File: src/design/aux_conv_pkg.sv
// constants for the auxiliary converter control block
package aux_conv_pkg;
  // serial register map
  localparam logic [6:0] DAC12_CONFIG_ADDR = 7'h42;
  localparam logic [6:0] DAC10_SECOND_CODE_HIGH_ADDR = 7'h46;
  localparam logic [6:0] DAC10_SECOND_CODE_LOW_ADDR = 7'h47;
  localparam logic [6:0] DAC10_FIRST_CODE_HIGH_ADDR = 7'h49;
  localparam logic [6:0] DAC10_FIRST_CODE_LOW_ADDR = 7'h4a;
  localparam logic [6:0] DAC12_FIRST_HIGH_ADDR = 7'h4b;
  localparam logic [6:0] DAC12_FIRST_LOW_ADDR = 7'h4c;
  localparam logic [6:0] DAC12_SECOND_HIGH_ADDR = 7'h4d;
  localparam logic [6:0] DAC12_SECOND_LOW_ADDR = 7'h4e;
  localparam logic [6:0] AUX_ADC_START_CHANNEL_ADDR = 7'h77;
  localparam logic [6:0] AUX_ADC_RESULT_HIGH_ADDR = 7'h78;
  localparam logic [6:0] AUX_ADC_RESULT_LOW_ADDR = 7'h79;
  localparam logic [6:0] AUX_CLOCK_DIVIDE_ADDR = 7'h7a;
  localparam logic [6:0] AUX_ADC_TIMING_ADDR = 7'h7b;
  // field positions
  localparam int CHANNEL_LSB = 0;
  localparam int DELAY_LSB = 0;
  localparam int DIVIDE_LSB = 0;
  localparam int DAC10_ENABLE_BIT = 5;
  localparam int DAC10_TOP_LSB = 2;
  localparam int DAC10_SPAN_LSB = 0;
  localparam int DAC12_FIELD_STRIDE = 3;
  // reset value of every register
  localparam logic [7:0] REG_RESET = 8'h00;
  // serial frame: read flag then 7-bit address then 8 data bits
  localparam logic [3:0] LAST_INSTR_BIT = 4'h7;
  localparam logic [3:0] LAST_DATA_BIT = 4'hf;
  // conversion lengths in conversion clock cycles per delay setting
  localparam logic [5:0] CONV_LEN_0 = 6'h14;
  localparam logic [5:0] CONV_LEN_1 = 6'h18;
  localparam logic [5:0] CONV_LEN_2 = 6'h1c;
  localparam logic [5:0] CONV_LEN_3 = 6'h22;
endpackage

File: src/design/aux_converter_control.sv
// auxiliary converter control: serial registers, adc sequencing, dac settings
// Summary of operation
// - each write to aux_adc_start_channel starts a conversion
// - write done on eighth data edge, start next tick
// - conversion lasts 20 to 34 conversion clocks
// - length N comes from aux_adc_timing delay field
// - result reported as straight unsigned binary
// - 10-bit code drives span current inverted
// - first code dac10_first_code_high/dac10_first_code_low, second dac10_second_code_high/dac10_second_code_low
// - each 10-bit dac: enable, top, span selects
// - each 12-bit dac configured independently, own output
// - reference bit and range bit pick full scale
// - conversion clock is core clock binary divided
// - three-bit channel field in aux_adc_start_channel picks input
// - two-bit delay field lengthens the conversion
module aux_converter_control (
  input wire logic core_clk,
  input wire logic rst_n,
  input wire logic sclk,
  input wire logic csb_n,
  input wire logic sdi,
  output logic sdo,
  output logic sdo_oe,
  output logic aux_conversion_clock,
  output logic [2:0] adc_channel_select,
  output logic adc_converting,
  input wire logic [11:0] adc_sample_data,
  output logic [9:0] dac10_first_span_code,
  output logic [9:0] dac10_second_span_code,
  output logic [1:0] dac10_enable,
  output logic [5:0] dac10_top_select,
  output logic [3:0] dac_range_select,
  output logic [11:0] dac12_first_output,
  output logic [11:0] dac12_second_output,
  output logic [1:0] dac12_enable,
  output logic [1:0] dac12_reference_select,
  output logic [1:0] dac12_range_select
);
  typedef enum logic [2:0] {
    ST_IDLE = 3'b001,
    ST_WAIT_TICK = 3'b010,
    ST_CONVERT = 3'b100
  } conv_state_t;

  logic [2:0] sclk_sync_reg;
  logic [1:0] csb_sync_reg;
  logic [1:0] sdi_sync_reg;
  logic sclk_rise;
  logic sclk_fall;
  logic csb_s;
  logic [3:0] bit_cnt_reg;
  logic [7:0] instr_reg;
  logic [6:0] data_shift_reg;
  logic [7:0] out_shift_reg;
  logic [7:0] read_data;
  logic write_done;
  logic [7:0] dac10_second_high_reg;
  logic [7:0] dac10_second_low_reg;
  logic [7:0] dac10_first_high_reg;
  logic [7:0] dac10_first_low_reg;
  logic [7:0] dac12_config_reg;
  logic [7:0] dac12_first_high_reg;
  logic [7:0] dac12_first_low_reg;
  logic [7:0] dac12_second_high_reg;
  logic [7:0] dac12_second_low_reg;
  logic [7:0] start_channel_reg;
  logic [7:0] divide_reg;
  logic [7:0] timing_reg;
  logic [11:0] result_reg;
  logic [7:0] div_cnt_reg;
  logic [7:0] div_limit;
  logic aux_tick;
  logic aux_clk_reg;
  conv_state_t state_reg;
  logic [5:0] conv_cnt_reg;
  logic [5:0] conv_len;

  // pin synchronisers; stage one feeds only stage two
  always_ff @(posedge core_clk) begin
    if (!rst_n) begin
      sclk_sync_reg <= 3'h0;
      csb_sync_reg <= 2'h3;
      sdi_sync_reg <= 2'h0;
    end else begin
      sclk_sync_reg <= {sclk_sync_reg[1:0], sclk};
      csb_sync_reg <= {csb_sync_reg[0], csb_n};
      sdi_sync_reg <= {sdi_sync_reg[0], sdi};
    end
  end
  assign sclk_rise = sclk_sync_reg[1] & ~sclk_sync_reg[2];
  assign sclk_fall = ~sclk_sync_reg[1] & sclk_sync_reg[2];
  assign csb_s = csb_sync_reg[1];

  // serial frame shift and bit count
  always_ff @(posedge core_clk) begin
    if (!rst_n || csb_s) begin
      bit_cnt_reg <= 4'h0;
      instr_reg <= 8'h00;
      data_shift_reg <= 7'h00;
    end else if (sclk_rise) begin
      bit_cnt_reg <= bit_cnt_reg + 4'h1;
      if (bit_cnt_reg <= aux_conv_pkg::LAST_INSTR_BIT) begin
        instr_reg <= {instr_reg[6:0], sdi_sync_reg[1]};
      end else begin
        data_shift_reg <= {data_shift_reg[5:0], sdi_sync_reg[1]};
      end
    end
  end

  // write commits on the eighth rising edge of the data byte
  assign write_done = !csb_s && sclk_rise && !instr_reg[7]
    && bit_cnt_reg == aux_conv_pkg::LAST_DATA_BIT;

  // register writes
  always_ff @(posedge core_clk) begin
    if (!rst_n) begin
      dac10_second_high_reg <= aux_conv_pkg::REG_RESET;
      dac10_second_low_reg <= aux_conv_pkg::REG_RESET;
      dac10_first_high_reg <= aux_conv_pkg::REG_RESET;
      dac10_first_low_reg <= aux_conv_pkg::REG_RESET;
      dac12_config_reg <= aux_conv_pkg::REG_RESET;
      dac12_first_high_reg <= aux_conv_pkg::REG_RESET;
      dac12_first_low_reg <= aux_conv_pkg::REG_RESET;
      dac12_second_high_reg <= aux_conv_pkg::REG_RESET;
      dac12_second_low_reg <= aux_conv_pkg::REG_RESET;
      start_channel_reg <= aux_conv_pkg::REG_RESET;
      divide_reg <= aux_conv_pkg::REG_RESET;
      timing_reg <= aux_conv_pkg::REG_RESET;
    end else if (write_done) begin
      case (instr_reg[6:0])
        aux_conv_pkg::DAC10_SECOND_CODE_HIGH_ADDR: dac10_second_high_reg <= {data_shift_reg, sdi_sync_reg[1]};
        aux_conv_pkg::DAC10_SECOND_CODE_LOW_ADDR: dac10_second_low_reg <= {data_shift_reg, sdi_sync_reg[1]};
        aux_conv_pkg::DAC10_FIRST_CODE_HIGH_ADDR: dac10_first_high_reg <= {data_shift_reg, sdi_sync_reg[1]};
        aux_conv_pkg::DAC10_FIRST_CODE_LOW_ADDR: dac10_first_low_reg <= {data_shift_reg, sdi_sync_reg[1]};
        aux_conv_pkg::DAC12_CONFIG_ADDR: dac12_config_reg <= {data_shift_reg, sdi_sync_reg[1]};
        aux_conv_pkg::DAC12_FIRST_HIGH_ADDR: dac12_first_high_reg <= {data_shift_reg, sdi_sync_reg[1]};
        aux_conv_pkg::DAC12_FIRST_LOW_ADDR: dac12_first_low_reg <= {data_shift_reg, sdi_sync_reg[1]};
        aux_conv_pkg::DAC12_SECOND_HIGH_ADDR: dac12_second_high_reg <= {data_shift_reg, sdi_sync_reg[1]};
        aux_conv_pkg::DAC12_SECOND_LOW_ADDR: dac12_second_low_reg <= {data_shift_reg, sdi_sync_reg[1]};
        aux_conv_pkg::AUX_ADC_START_CHANNEL_ADDR: start_channel_reg <= {data_shift_reg, sdi_sync_reg[1]};
        aux_conv_pkg::AUX_CLOCK_DIVIDE_ADDR: divide_reg <= {data_shift_reg, sdi_sync_reg[1]};
        aux_conv_pkg::AUX_ADC_TIMING_ADDR: timing_reg <= {data_shift_reg, sdi_sync_reg[1]};
        default: ;
      endcase
    end
  end

  // read mux
  always_comb begin
    case (instr_reg[6:0])
      aux_conv_pkg::DAC10_SECOND_CODE_HIGH_ADDR: read_data = dac10_second_high_reg;
      aux_conv_pkg::DAC10_SECOND_CODE_LOW_ADDR: read_data = dac10_second_low_reg;
      aux_conv_pkg::DAC10_FIRST_CODE_HIGH_ADDR: read_data = dac10_first_high_reg;
      aux_conv_pkg::DAC10_FIRST_CODE_LOW_ADDR: read_data = dac10_first_low_reg;
      aux_conv_pkg::DAC12_CONFIG_ADDR: read_data = dac12_config_reg;
      aux_conv_pkg::DAC12_FIRST_HIGH_ADDR: read_data = dac12_first_high_reg;
      aux_conv_pkg::DAC12_FIRST_LOW_ADDR: read_data = dac12_first_low_reg;
      aux_conv_pkg::DAC12_SECOND_HIGH_ADDR: read_data = dac12_second_high_reg;
      aux_conv_pkg::DAC12_SECOND_LOW_ADDR: read_data = dac12_second_low_reg;
      aux_conv_pkg::AUX_ADC_START_CHANNEL_ADDR: read_data = start_channel_reg;
      aux_conv_pkg::AUX_ADC_RESULT_HIGH_ADDR: read_data = result_reg[11:4];
      aux_conv_pkg::AUX_ADC_RESULT_LOW_ADDR: read_data = {result_reg[3:0], 4'h0};
      aux_conv_pkg::AUX_CLOCK_DIVIDE_ADDR: read_data = divide_reg;
      aux_conv_pkg::AUX_ADC_TIMING_ADDR: read_data = timing_reg;
      default: read_data = 8'h00;
    endcase
  end

  // read data loads after the instruction byte, shifts out on falling edges
  always_ff @(posedge core_clk) begin
    if (!rst_n || csb_s) begin
      out_shift_reg <= 8'h00;
      sdo_oe <= 1'b0;
    end else if (sclk_fall && bit_cnt_reg == 4'h8 && instr_reg[7]) begin
      out_shift_reg <= read_data;
      sdo_oe <= 1'b1;
    end else if (sclk_fall && sdo_oe) begin
      out_shift_reg <= {out_shift_reg[6:0], 1'b0};
    end
  end
  assign sdo = out_shift_reg[7];

  // binary divider makes the conversion clock
  assign div_limit = 8'((9'h1 << divide_reg[aux_conv_pkg::DIVIDE_LSB +: 3]) - 9'h1);
  // tick where the conversion clock rises
  assign aux_tick = !aux_clk_reg && div_cnt_reg >= div_limit;
  always_ff @(posedge core_clk) begin
    if (!rst_n) begin
      div_cnt_reg <= 8'h00;
      aux_clk_reg <= 1'b0;
    end else if (div_cnt_reg >= div_limit) begin
      div_cnt_reg <= 8'h00;
      aux_clk_reg <= ~aux_clk_reg;
    end else begin
      div_cnt_reg <= div_cnt_reg + 8'h01;
    end
  end
  assign aux_conversion_clock = aux_clk_reg;

  // delay field picks the conversion length
  always_comb begin
    case (timing_reg[aux_conv_pkg::DELAY_LSB +: 2])
      2'h0: conv_len = aux_conv_pkg::CONV_LEN_0;
      2'h1: conv_len = aux_conv_pkg::CONV_LEN_1;
      2'h2: conv_len = aux_conv_pkg::CONV_LEN_2;
      default: conv_len = aux_conv_pkg::CONV_LEN_3;
    endcase
  end

  // conversion sequencer
  always_ff @(posedge core_clk) begin
    if (!rst_n) begin
      state_reg <= ST_IDLE;
      conv_cnt_reg <= 6'h00;
      result_reg <= 12'h000;
    end else begin
      case (state_reg)
        ST_IDLE: begin
          if (write_done && instr_reg[6:0] == aux_conv_pkg::AUX_ADC_START_CHANNEL_ADDR) begin
            state_reg <= ST_WAIT_TICK;
          end
        end
        ST_WAIT_TICK: begin
          if (aux_tick) begin
            state_reg <= ST_CONVERT;
            conv_cnt_reg <= 6'h01;
          end
        end
        ST_CONVERT: begin
          if (write_done && instr_reg[6:0] == aux_conv_pkg::AUX_ADC_START_CHANNEL_ADDR) begin
            state_reg <= ST_WAIT_TICK;
          end else if (aux_tick) begin
            if (conv_cnt_reg >= conv_len) begin
              state_reg <= ST_IDLE;
              result_reg <= adc_sample_data;
            end else begin
              conv_cnt_reg <= conv_cnt_reg + 6'h01;
            end
          end
        end
        default: state_reg <= ST_IDLE;
      endcase
    end
  end
  assign adc_converting = state_reg == ST_CONVERT;
  assign adc_channel_select = start_channel_reg[aux_conv_pkg::CHANNEL_LSB +: 3];

  // dac settings
  assign dac10_first_span_code = ~{dac10_first_high_reg, dac10_first_low_reg[7:6]};
  assign dac10_second_span_code = ~{dac10_second_high_reg, dac10_second_low_reg[7:6]};
  assign dac10_enable = {dac10_second_low_reg[aux_conv_pkg::DAC10_ENABLE_BIT],
    dac10_first_low_reg[aux_conv_pkg::DAC10_ENABLE_BIT]};
  assign dac10_top_select = {dac10_second_low_reg[aux_conv_pkg::DAC10_TOP_LSB +: 3],
    dac10_first_low_reg[aux_conv_pkg::DAC10_TOP_LSB +: 3]};
  assign dac_range_select = {dac10_second_low_reg[aux_conv_pkg::DAC10_SPAN_LSB +: 2],
    dac10_first_low_reg[aux_conv_pkg::DAC10_SPAN_LSB +: 2]};
  assign dac12_first_output = {dac12_first_high_reg, dac12_first_low_reg[7:4]};
  assign dac12_second_output = {dac12_second_high_reg, dac12_second_low_reg[7:4]};
  genvar g;
  for (g = 0; g < 2; g++) begin : g_dac12
    assign dac12_enable[g] = dac12_config_reg[g * aux_conv_pkg::DAC12_FIELD_STRIDE];
    assign dac12_reference_select[g] = dac12_config_reg[g * aux_conv_pkg::DAC12_FIELD_STRIDE + 1];
    assign dac12_range_select[g] = dac12_config_reg[g * aux_conv_pkg::DAC12_FIELD_STRIDE + 2];
  end
endmodule // aux_converter_control

File: config.mk
export PLATFORM = sky130hd
export DESIGN_NAME = aux_converter_control
export DESIGN_NICKNAME = d
export VERILOG_FILES = /design/src/design/aux_conv_pkg.sv /design/src/design/aux_converter_control.sv
export SDC_FILE = /design/constraint.sdc
export NUM_CORES = 1
export LEC_CHECK = 0
export BUFFER_PORTS_ARGS = -buffer_cell sky130_fd_sc_hd__buf_2
export CORE_UTILIZATION = 45
export CTS_BUF_LIST = sky130_fd_sc_hd__clkbuf_8
export DETAILED_ROUTE_END_ITERATION = 6
export GPL_TIMING_DRIVEN = 1
export PLACE_DENSITY = 0.73
export SYNTH_ARGS = -nofsm -noshare
export SYNTH_HDL_FRONTEND = slang
export SYNTH_SLANG_ARGS = --single-unit
export TNS_END_PERCENT = 20
File: constraint.sdc
create_clock -name core_clk -period 4.4 [get_ports core_clk]
set_clock_uncertainty 0.1 [all_clocks]
set_input_delay 0.22 -clock core_clk [delete_from_list [all_inputs] [get_ports core_clk]]
set_output_delay 0.22 -clock core_clk [all_outputs]
set_load 0.02 [all_outputs]
# After elaboration in Yosys (flattened, before gate mapping)
# Cells that the tools add are included.
# classes
n_eq_ne	28
n_shift	1
reduce_logical	34
n_bitwise	10
n_lt_le_gt_ge	3
mux	15
n_addsub	4
# ops
cell	n
case mux 8 bit (14 select lines)	1
equality test 7 bit (second input constant)	14
AND reduction 2 bit	14
2-to-1 mux 6 bit	4
inverter 10 bit	2
case mux 6 bit (3 select lines)	1
2-to-1 mux 8 bit	2
2-to-1 mux 3 bit	5
case mux 6 bit (2 select lines)	1
case mux 3 bit (3 select lines)	1
adder 8 x 1 -> 8 bit (second input constant)	1
equality test 4 bit (second input constant)	2
greater-or-equal comparator 8 bit	1
logical AND 1 bit	8
!= test 2 bit (second input constant)	4
AND reduction 4 bit	2
<< shifter 1 x 3 -> 8 bit (first input constant)	1
subtractor 8 x 1 -> 8 bit (second input constant)	1
adder 6 x 1 -> 6 bit (second input constant)	1
greater-or-equal comparator 6 bit	1
!= test 3 x 1 -> 1 bit (second input constant)	2
inverter 1 bit	6
AND reduction 5 bit	1
adder 4 x 1 -> 4 bit (second input constant)	1
13 further kinds	18
# totals
word_cells	120
output_inout_bits	69
inputBits	17
ff_bits	161

# Logic depth before layout (Yosys ltp)
# Gate-level depths: netlist of run 1.
# logic_depth
depth_word	8
mapped_depth	15
mapped_depth_nobuf	13

# Least setup slack after synthesis of run 1
# Ideal clock, no wire load.
# synth_timing
path_type	reg-to-reg
startpoint	reg divide_reg[0]
endpoint	reg conv_cnt_reg[2]
t_required_ns	4.224
path_buffers	2
path_slack_ns	1.230
t_arrival_ns	2.994
path_stages_with_launch	14
period_less_slack_ns	3.170
path_cell_list	dfxtp_1 -> clkbuf_1 -> or3_1 -> ha_1 -> clkbuf_1 -> xor2_1 -> nor2_1 -> a21oi_1 -> ha_1 -> nand2_1 -> o21ai_0 -> o21ai_1 -> or4_1 -> a21boi_0
# synth_via
elab_chain_cells	6
# synth_lines
element	line	source
from (decl)	aux_converter_control.sv:67	logic [7:0] divide_reg;
from (signal assigned)	aux_converter_control.sv:127	divide_reg <= aux_conv_pkg::REG_RESET;
from (signal assigned)	aux_converter_control.sv:141	aux_conv_pkg::AUX_CLOCK_DIVIDE_ADDR: divide_reg <= {data_shift_reg, sdi_sync_reg[1]};
<< shifter 1 x 3 -> 8 bit *	aux_converter_control.sv:184	assign div_limit = 8'((9'h1 << divide_reg[aux_conv_pkg::DIVIDE_LSB +: 3]) - 9'h1);
subtractor 8 x 1 -> 8 bit *	aux_converter_control.sv:184	
greater-or-equal comparator 8 bit *	aux_converter_control.sv:186	assign aux_tick = !aux_clk_reg && div_cnt_reg >= div_limit;
logical AND 1 bit *	aux_converter_control.sv:186	
!= test 2 x 1 -> 1 bit (no line) or != test 2 bit (tied branches)	-	
AND reduction 5 bit (no line) *	-	
to (signal assigned)	aux_converter_control.sv:237	conv_cnt_reg <= conv_cnt_reg + 6'h01;
to (decl)	aux_converter_control.sv:75	logic [5:0] conv_cnt_reg;
# Mark *: on every way between the ends. The rest lies on a longest branch, timed or not.
# A chain may end at the register's enable or synchronous reset.

# Worst setup path in the final report of run 1
# layout_timing
startpoint	reg divide_reg[0]
endpoint	reg conv_cnt_reg[0]
# The elaborated chain is that of the path after synthesis.

==> impl_metrics.yaml, run 1 <==
yosys:
  ys_ff_latch: 161
  synth-main-ff-cell: "dfxtp_1"
  synth_edf_count: 0
  netlist_area_sq_mm: 0.00793
  synth.distinct_cells: 67
  yosysWarningCount: 0
  post_synth.cell_area_avg_sq_um: 8.55
  async_flop_share: 0
  synth_fp_nets: 965
  syn_inst: 927
  ys_seq_area_frac: 0.407
placement:
  globalplace.congestion: 0.933
  place_ws_ns: 1.06
  dp_hpwl_microns: 14700
  port_buffers: 85
routing:
  dr.first_iter.drc_count: 879
  drt_wl_total_microns: 21600
  vias: 6801
  post_drt_wl_per_cell_microns: 17.9
  vias_per_cell: 5.64
  dr.pass1.iters: 5
  drcViolationCount: 0
  drtAntennaViolNets: 0
grt:
  grt_first_pass_wirelength_microns: 33700
  grt_max_degree: 80
  antenna_found_initial: 0
  grt_util_all_layers: 0.243
  grt_pass1_vias: 6231
  grt_overflow_total: 0
finish:
  nets: 1005
  diodes: 0
  final_cell_mix: "dfxtp_1 (161), nor2_1 (129), mux2i_1 (101)"
  largest_reg_flops: 12
  nFillCells: 1621
  area_delta_synth_final_pct: 11.3
  drive_above_1_share: 0.143
  final_common_cell: "dfxtp_1"
floorplan:
  die_x_microns: 135
  die_h_microns: 135
  dieArea_sq_mm: 0.0182
  start_util: 0.460
  core_region_area_sq_mm: 0.0172
  io_pins: 86
  rows: 48
sta:
  rsz0062_at_grt: "false"
  tns_ns: 0
  drv_slew: 0
  period_needed_ns: 3.38
  setup_viol: 0
  worst_pin_slew_ns: 1.18
  final_hold_viol_count: 0
  slew_headroom: 0.209
  fmax_mhz: 295
  fin_ws_ns: 1.02
  min_period_over_period: 0.769
setup_path:
  critPathKind: "reg -> reg"
  startpoint_type: "register"
  arrival_ns: 3.64
  required_ns: 4.66
  endpoint_kind: "register"
  critPathMaxFanout: 10
clocking:
  cts_tree: "built"
  cts_max_level: 4
  postCtsSetupRepairBufs: 0
  cts_resized: 0
  clock_latency_ns: 0.47
  clockBufferDepth: 2
  cts_root_buf: "clkbuf_8"
  clkTransAtPathRegs_ns: 0.09
  cts_made_buffers: 17
  cts.sinks: 161
min_path:
  hold_class: "reg -> reg"
run:
  drv_cap: 0
power_and_ir_drop:
  p_leak_nw: 3.15
  peakVddDrop_mv: 0.202
  powerDensity_mw_per_mm2: 306
status:
  status: "finished clean"
## where the power goes
part	internal [mW]	switching (mW)	total, mW
clock	0.610	0.560	1.17
sequential	1.46	0.00596	1.47
combinational	0.0241	0.0414	0.0655
## worst paths after layout
kind / startpoint / endpoint / slack, ns / depth (start not counted)
setup / recovery: divide_reg[0]$_SDFFE_PN0P_ / conv_cnt_reg[0]$_SDFFE_PN0P_ / 1.02 / 11
hold reg to reg: csb_sync_reg[0]$_SDFF_PN1_ / csb_sync_reg[1]$_SDFF_PN1_ / 0.33 / 1
hold / removal: csb_sync_reg[0]$_SDFF_PN1_ / csb_sync_reg[1]$_SDFF_PN1_ / 0.33 / 1
setup reg to reg: divide_reg[0]$_SDFFE_PN0P_ / conv_cnt_reg[0]$_SDFFE_PN0P_ / 1.02 / 11
## cells in the mapped netlist (3+ instances only)
| library cell | count | share of area |
|---|---|---|
| nand2_1 | 75 | 0.036 |
| a31oi_1 | 4 | 0.0032 |
| mux2i_1 | 101 | 0.13 |
| o21ai_0 | 28 | 0.018 |
| or3_1 | 5 | 0.0039 |
| xnor2_1 | 3 | 0.0033 |
| a22oi_1 | 30 | 0.028 |
| o211ai_1 | 3 | 0.0028 |
| a2111oi_0 | 3 | 0.0033 |
| and3_1 | 5 | 0.0039 |
| o22ai_1 | 8 | 0.0063 |
| nor3b_1 | 3 | 0.0028 |
| mux2_2 | 3 | 0.0043 |
| dfxtp_1 | 161 | 0.41 |
| nor2b_1 | 11 | 0.0087 |
| ha_1 | 21 | 0.033 |
| inv_1 | 34 | 0.016 |
| o211a_1 | 3 | 0.0038 |
| a221oi_1 | 5 | 0.0055 |
| o221ai_1 | 3 | 0.0033 |
| nand3_1 | 38 | 0.024 |
| buf_2 | 7 | 0.0044 |
| xor2_1 | 8 | 0.0088 |
| nor3_2 | 7 | 0.0088 |
| a211oi_1 | 3 | 0.0028 |
| nand4_1 | 3 | 0.0024 |
| nand2b_1 | 16 | 0.013 |
| a21o_1 | 4 | 0.0038 |
| buf_1 | 4 | 0.0019 |
| clkbuf_1 | 46 | 0.022 |
| buf_4 | 30 | 0.028 |
| o21a_1 | 4 | 0.0038 |
| nor3_1 | 11 | 0.0069 |
| a21oi_1 | 63 | 0.040 |
| nor2_1 | 129 | 0.061 |
| nor4_1 | 3 | 0.0024 |
| and2_1 | 8 | 0.0063 |
## metrics by stage
stage | hold slack (ns) | total power [mW] | area, sq um | util | instances
finish | 0.333 | 2.70 | 8820 | 0.512 | 1205
global route | 0.341 | 2.78 | 8820 | 0.512 | 1205
CTS | 0.331 | 2.72 | 8820 | 0.512 | 1205
detailed placement | 0.294 | 1.55 | 8230 | 0.478 | 1157
global placement | 0.301 | 1.55 | 8230 | 0.478 | 1157
floorplan | 0.193 | 1.53 | 7930 | - | 927
## cell type report
class | count | area, sq um | share of cell area
Multi-Input combinational cell | 642 | 4100 | 0.465
Sequential cell | 161 | 3220 | 0.365
Timing Repair Buffer | 110 | 653 | 0.0740
Tap cell | 225 | 282 | 0.0319
Clock buffer | 20 | 275 | 0.0312
Clock inverter | 12 | 156 | 0.0177
Inverter | 35 | 133 | 0.0150
## repair_timing
action                                 CTS  global route
hold buffers                            16             0
setup endpoints to repair                0             0
endpoints found under the hold margin   16             0
## routing by layer
| metal | global-route usage | share of wire |
|---|---|---|
| met1 | 0.341 | 0.47 |
| met2 | 0.362 | 0.43 |
| met3 | 0.0443 | 0.062 |
| met4 | 0.106 | 0.030 |
| met5 | 0 | 0 |
## cell families after synthesis
kind of cell / after synthesis / share of synthesized area
AOI/OAI and AO/OA: 180 / 0.145
and+or+nand+nor: 324 / 0.192
xor gates and xnor gates: 11 / 0.0122
other: 1 / 0.000473
muxes: 105 / 0.135
adders and majority gates: 21 / 0.0331
DFF: 161 / 0.407
buffers and inverters: 124 / 0.0759
## worst max-delay path: stages (launching register included)
cell     delay, ns
dfxtp_1       0.39
or3_1         0.43
ha_1          0.29
xor2_1        0.17
nor2_1        0.11
a21oi_1       0.06
ha_1          0.30
nand2_1       0.06
o21ai_0       0.36
o21ai_1       0.32
or4bb_1       0.56
o211a_1       0.14
No activity file was read; power rests on OpenSTA's default activity.
==> run 2: changes to the inputs <==
ABC_AREA = 1   (was not set)
clock period = 3.2 ns   (was 4.4 ns; I/O delays follow)
==> impl_metrics.yaml, run 2 <==
sta:
  rsz0062_at_grt: "false"
  drv_slew: 0
  setup_viol: 0
  period_needed_ns: 2.81
  final_hold_viol_count: 0
  fmax_mhz: 355
  tns_ns: 0
  min_period_over_period: 0.880
  worst_pin_slew_ns: 0.748
  slew_headroom: 0.500
  fin_ws_ns: 0.386
setup_path:
  cp_top_family: "simple AND/OR/NAND/NOR gates"
  arrival_ns: 3.10
  cp_slowest_cell: "dfxtp_1"
  critPathKind: "reg -> reg"
  endpoint_kind: "register"
  startpoint_type: "register"
  worst-path-buf-inv: 3
  r2r_cells: 17
  crit_chain: "inv_1 > nand3_1 > ha_1 > inv_1 > a211oi_2 > o21ai_0 > nor2_1 > a21oi_1 > ha_1 > nand2_1 > o21a_1 > nand2_1 > nand2_1 > inv_1 > nand2_2 > nor3_1 > nor2_1"
  r2r_end: "conv_cnt_reg[0]$_SDFFE_PN0P_"
  cpPeakStageDelay_ns: 0.43
  critPathMaxFanout: 7
  reg2reg_from: "divide_reg[1]$_SDFFE_PN0P_"
  rrSetupSlack_ns: 0.39
  required_ns: 3.48
finish:
  final_common_cell: "dfxtp_1"
  drive_above_1_share: 0.157
  nets: 1155
  diodes: 0
  area_delta_synth_final_pct: 11.3
  largest_reg_flops: 12
  final_cell_mix: "dfxtp_1 (161), nand2_1 (155), o21ai_0 (149)"
  nFillCells: 1661
floorplan:
  start_util: 0.462
  rows: 47
  die_x_microns: 133
  core_region_area_sq_mm: 0.0166
  dieArea_sq_mm: 0.0176
  die_h_microns: 133
  io_pins: 86
yosys:
  async_flop_share: 0
  yosysWarningCount: 0
  synth_top_area_cell: "dfxtp_1"
  netlist_area_sq_mm: 0.00769
  synth_common_cells: "dfxtp_1 (161), nand2_1 (155), o21ai_0 (149), a21oi_1 (132), nor2_1 (109)"
  synth.distinct_cells: 37
  synth_edf_count: 0
  ys_seq_area_frac: 0.419
  ys_ff_latch: 161
  syn_inst: 1065
  yosys.area.top_type_share: 0.419
  synth-main-ff-cell: "dfxtp_1"
  synth_area_leaders: "dfxtp_1 (42%), o21ai_0 (9.7%), a21oi_1 (8.6%)"
  synth_fp_nets: 1103
  synth.most_common_cell: "dfxtp_1"
  post_synth.cell_area_avg_sq_um: 7.22
clocking:
  clock_latency_ns: 0.48
  cts_max_level: 4
  postCtsSetupRepairBufs: 0
  clockBufferDepth: 2
  clkTransAtPathRegs_ns: 0.10
  cts_root_buf: "clkbuf_8"
  cts_tree: "built"
  cts_made_buffers: 17
  cts.sinks: 161
placement:
  dp_hpwl_microns: 15100
  globalplace.congestion: 0.942
  place_ws_ns: 0.358
  port_buffers: 85
routing:
  dr.first_iter.drc_count: 716
  drt_wl_total_microns: 21200
  drcViolationCount: 0
  vias: 7174
  post_drt_wl_per_cell_microns: 15.7
  drtAntennaViolNets: 0
  dr.pass1.iters: 5
  vias_per_cell: 5.31
grt:
  antenna_found_initial: 0
  grt_first_pass_wirelength_microns: 33500
  grt_overflow_total: 0
  grt_max_degree: 82
  grt_pass1_vias: 6373
  grt_util_all_layers: 0.245
power_and_ir_drop:
  total_power_mw: 3.54
  p_leak_nw: 3.61
  powerDensity_mw_per_mm2: 413
  peakVddDrop_mv: 0.296
min_path:
  hold_end: "sclk_sync_reg[0]$_SDFF_PN0_"
  min-delay-start: "rst_n"
  min_path_cells: 3
  hold_class: "in -> reg"
run:
  drv_cap: 0
status:
  status: "finished clean"
[run 2: changes by cell type in the layout (fill, tap and decap cells not counted), sizes merged, moves of 36 or more]
cell,change
o21ai,+122
mux2i,-101
nand2,+89
inv,+84
a21oi,+70
nand3,+36
[run 2: routing by layer]
metal	share of wire	track usage	wire length (microns)	vias up
met3	0.070	0.0395	1490	51
met5	0	0	0	-
li1	-	-	-	3569
met1	0.47	0.348	9900	3281
met4	0.032	0.106	674	0
met2	0.43	0.367	9150	273
[run 2: what timing repair did]
action | in CTS | in global routing
gates resized for setup | 0 | 2
hold buffers | 15 | 0
hold endpoints to repair | 15 | 0
setup endpoints to repair | 0 | 6
[run 2: final cells by class]
type | count | area [sq um] | area share
clock buffers | 18 | 248 | 0.0290
well taps | 220 | 275 | 0.0322
clock inverters | 14 | 121 | 0.0142
repair buffers | 105 | 626 | 0.0731
multi-input cells | 713 | 3610 | 0.422
flip-flops and latches | 161 | 3220 | 0.377
inverters | 119 | 448 | 0.0524
[run 2: worst register-to-register path, stage by stage, from the launching register on]
cell and delay, ns:
dfxtp_1 0.43, inv_1 0.10, nand3_1 0.08, ha_1 0.19, inv_1 0.09, a211oi_2 0.22
o21ai_0 0.11, nor2_1 0.09, a21oi_1 0.05, ha_1 0.27, nand2_1 0.06, o21a_1 0.21
nand2_1 0.08, nand2_1 0.10, inv_1 0.18, nand2_2 0.14, nor3_1 0.18, nor2_1 0.06
[run 2: stage by stage]
stage | cell area, sq um | util | std cells | hold WS (ns)
finish | 8560 | 0.514 | 1350 | 0.144
global route | 8560 | 0.514 | 1350 | 0.152
CTS | 8550 | 0.513 | 1350 | 0.107
detailed placement | 8030 | 0.482 | 1303 | 0.246
global placement | 8030 | 0.482 | 1303 | 0.242
floorplan | 7690 | - | 1065 | 0.158
[run 2: logic make-up after synthesis]
logic type,synth area share
flip-flops,0.419
adder cells (fa/ha/maj),0.0342
AND/OR/NAND/NOR,0.232
XOR/XNOR,0.00912
other,0.000488
AO/OA/AOI/OAI,0.193
buffers and inverters,0.112
[run 2: worst max-delay path by stage]
stage	from	to	slack, ns	cells past startpoint
after CTS	divide_reg[2]$_SDFFE_PN0P_	result_reg[3]$_SDFFE_PN0P_	0.30	17
final	divide_reg[1]$_SDFFE_PN0P_	conv_cnt_reg[0]$_SDFFE_PN0P_	0.39	17
after floorplan	divide_reg[2]$_SDFFE_PN0P_	result_reg[10]$_SDFFE_PN0P_	0.50	18
after global placement	divide_reg[2]$_SDFFE_PN0P_	conv_cnt_reg[0]$_SDFFE_PN0P_	0.46	17
after detailed placement	divide_reg[2]$_SDFFE_PN0P_	result_reg[3]$_SDFFE_PN0P_	0.36	17
after global routing	divide_reg[2]$_SDFFE_PN0P_	result_reg[4]$_SDFFE_PN0P_	0.06	17
[run 2: report_power, final]
| group | internal [mW] | switching [mW] |
|---|---|---|
| registers | 2.01 | 0.00735 |
| logic | 0.0361 | 0.0557 |
| clock network | 0.582 | 0.846 |
| total | 2.63 | 0.909 |
==> run 3: changes to the inputs <==
--- a/config.mk
+++ b/config.mk
@@ -13,4 +13,5 @@
 export GPL_TIMING_DRIVEN = 1
 export PLACE_DENSITY = 0.73
+export RECOVER_POWER = 100
 export SYNTH_ARGS = -nofsm -noshare
 export SYNTH_HDL_FRONTEND = slang
==> constraint.sdc (replaced) <==
create_clock -name core_clk -period 3.2 [get_ports core_clk]
set_clock_uncertainty 0.1 [all_clocks]
set_input_delay 0.96 -clock core_clk [delete_from_list [all_inputs] [get_ports core_clk]]
set_output_delay 0.96 -clock core_clk [all_outputs]
set_load 0.02 [all_outputs]
==> impl_metrics.yaml, run 3 (same netlist as run 2, synthesis figures left out) <==
status:
  status: "finished clean"
clocking:
  cts.sinks: 161
  cts_root_buf: "clkbuf_8"
  clockBufferDepth: 2
  clkTransAtPathRegs_ns: 0.10
  cts_hold_buf: 0
  cts_made_buffers: 17
  cts_max_level: 4
  cts_tree: "built"
  clock_latency_ns: 0.48
power_and_ir_drop:
  powerDensity_mw_per_mm2: 436
  peakVddDrop_mv: 0.273
  p_leak_nw: 3.29
  total_power_mw: 3.61
routing:
  drtAntennaViolNets: 0
  vias: 7123
  dr.first_iter.drc_count: 591
  dr.pass1.iters: 6
  drcViolationCount: 0
  post_drt_wl_per_cell_microns: 16.0
  drt_wl_total_microns: 21400
  vias_per_cell: 5.33
floorplan:
  core_region_area_sq_mm: 0.0166
  die_x_microns: 133
  rows: 47
  io_pins: 86
  dieArea_sq_mm: 0.0176
  start_util: 0.462
  die_h_microns: 133
grt:
  grt_first_pass_wirelength_microns: 33800
  grt_max_degree: 85
  grt_pass1_vias: 6433
  antenna_found_initial: 0
  grt_util_all_layers: 0.247
  grt_overflow_total: 0
setup_path:
  startpoint_type: "register"
  required_ns: 3.48
  worstSetupStartpoint: "instr_reg[5]$_SDFFE_PP0P_"
  reg2reg_from: "instr_reg[5]$_SDFFE_PP0P_"
  endpoint_kind: "register"
  arrival_ns: 3.21
  critPathKind: "reg -> reg"
  critPathMaxFanout: 33
finish:
  final_cell_mix: "dfxtp_1 (161), nand2_1 (158), o21ai_0 (149)"
  final_common_cell: "dfxtp_1"
  fin_area_sq_mm: 0.00827
  largest_reg_flops: 12
  drive_above_1_share: 0.0806
  diodes: 0
  area_delta_synth_final_pct: 7.57
  nets: 1141
sta:
  slew_headroom: 0.167
  final_hold_viol_count: 0
  period_needed_ns: 2.93
  setup_viol: 0
  min_period_over_period: 0.916
  drv_slew: 0
  fmax_mhz: 341
  tns_ns: 0
  fin_ws_ns: 0.268
  whs_ns: 0.321
  worst_pin_slew_ns: 1.25
placement:
  dp_hpwl_microns: 15200
  place_ws_ns: 0.287
  port_buffers: 85
  globalplace.congestion: 0.915
  placedInstanceArea_sq_mm: 0.00803
min_path:
  min-delay-start: "sdi_sync_reg[0]$_SDFF_PN0_"
  hold_class: "reg -> reg"
run:
  drv_cap: 0
==> run 3: cell count changes in the layout (fill, tap and decap cells not counted), moves of 4 or more <==
| cell | before | now |
|---|---|---|
| buf_2 | 85 | 16 |
| clkbuf_1 | 0 | 72 |
| dlygate4sd3_1 | 15 | 0 |
| inv_1 | 99 | 103 |
| inv_2 | 16 | 12 |
| nor2_1 | 109 | 116 |
| nor2_4 | 16 | 8 |
==> run 3: area by class of cell <==
cell class	count	area [sq um]
Timing Repair Buffer	91	385
Tap cell	220	275
Clock buffer	20	275
Fill cell	1713	8370
Inverter	119	448
Sequential cell	161	3220
Multi-Input combinational cell	713	3540
Clock inverter	12	121
==> run 3: through the flow <==
| stage | std cells | util |
|---|---|---|
| after floorplan | 1065 | - |
| after global placement | 1304 | 0.483 |
| after detailed placement | 1304 | 0.483 |
| after CTS | 1336 | 0.507 |
| after global routing | 1336 | 0.497 |
| final | 1336 | 0.497 |
==> run 3: final timing paths <==
kind	end	slack, ns	depth (start not counted)
max reg2reg	dac12_second_high_reg[0]$_SDFFE_PN0P_	0.27	8
min	sdi_sync_reg[1]$_SDFF_PN0_	0.32	2
min reg2reg	sdi_sync_reg[1]$_SDFF_PN0_	0.32	2
max	dac12_second_high_reg[0]$_SDFFE_PN0P_	0.27	8
==> run 3: report_power, final <==
part / leakage (nW) / switching (mW) / internal (mW)
clock network: 0.200 / 0.821 / 0.693
logic: 1.79 / 0.0538 / 0.0237
registers: 1.30 / 0.00753 / 2.01
total: 3.29 / 0.883 / 2.73
==> run 3: timing repair <==
item | in CTS | in global routing
buffers inserted | 0 | 0
resized for setup | 0 | 3
endpoints found under the setup margin | 0 | 13
==> run 3: layer usage <==
metal | vias up | GRT usage | wire length, microns | share of wire
li1 | 3541 | - | - | -
met1 | 3225 | 0.336 | 9760 | 0.46
met2 | 296 | 0.362 | 9080 | 0.42
met3 | 61 | 0.0609 | 1720 | 0.080
met4 | 0 | 0.124 | 819 | 0.038
met5 | - | 0 | 0 | 0
==> run 3: worst max-delay path, cell delays in order (launching register included) <==
cell	delay, ns
dfxtp_1	0.35
inv_2	0.06
nand3_1	0.17
inv_1	0.79
nand2_1	0.21
nor2_1	0.74
inv_1	0.16
o21ai_0	0.19
a21oi_1	0.05
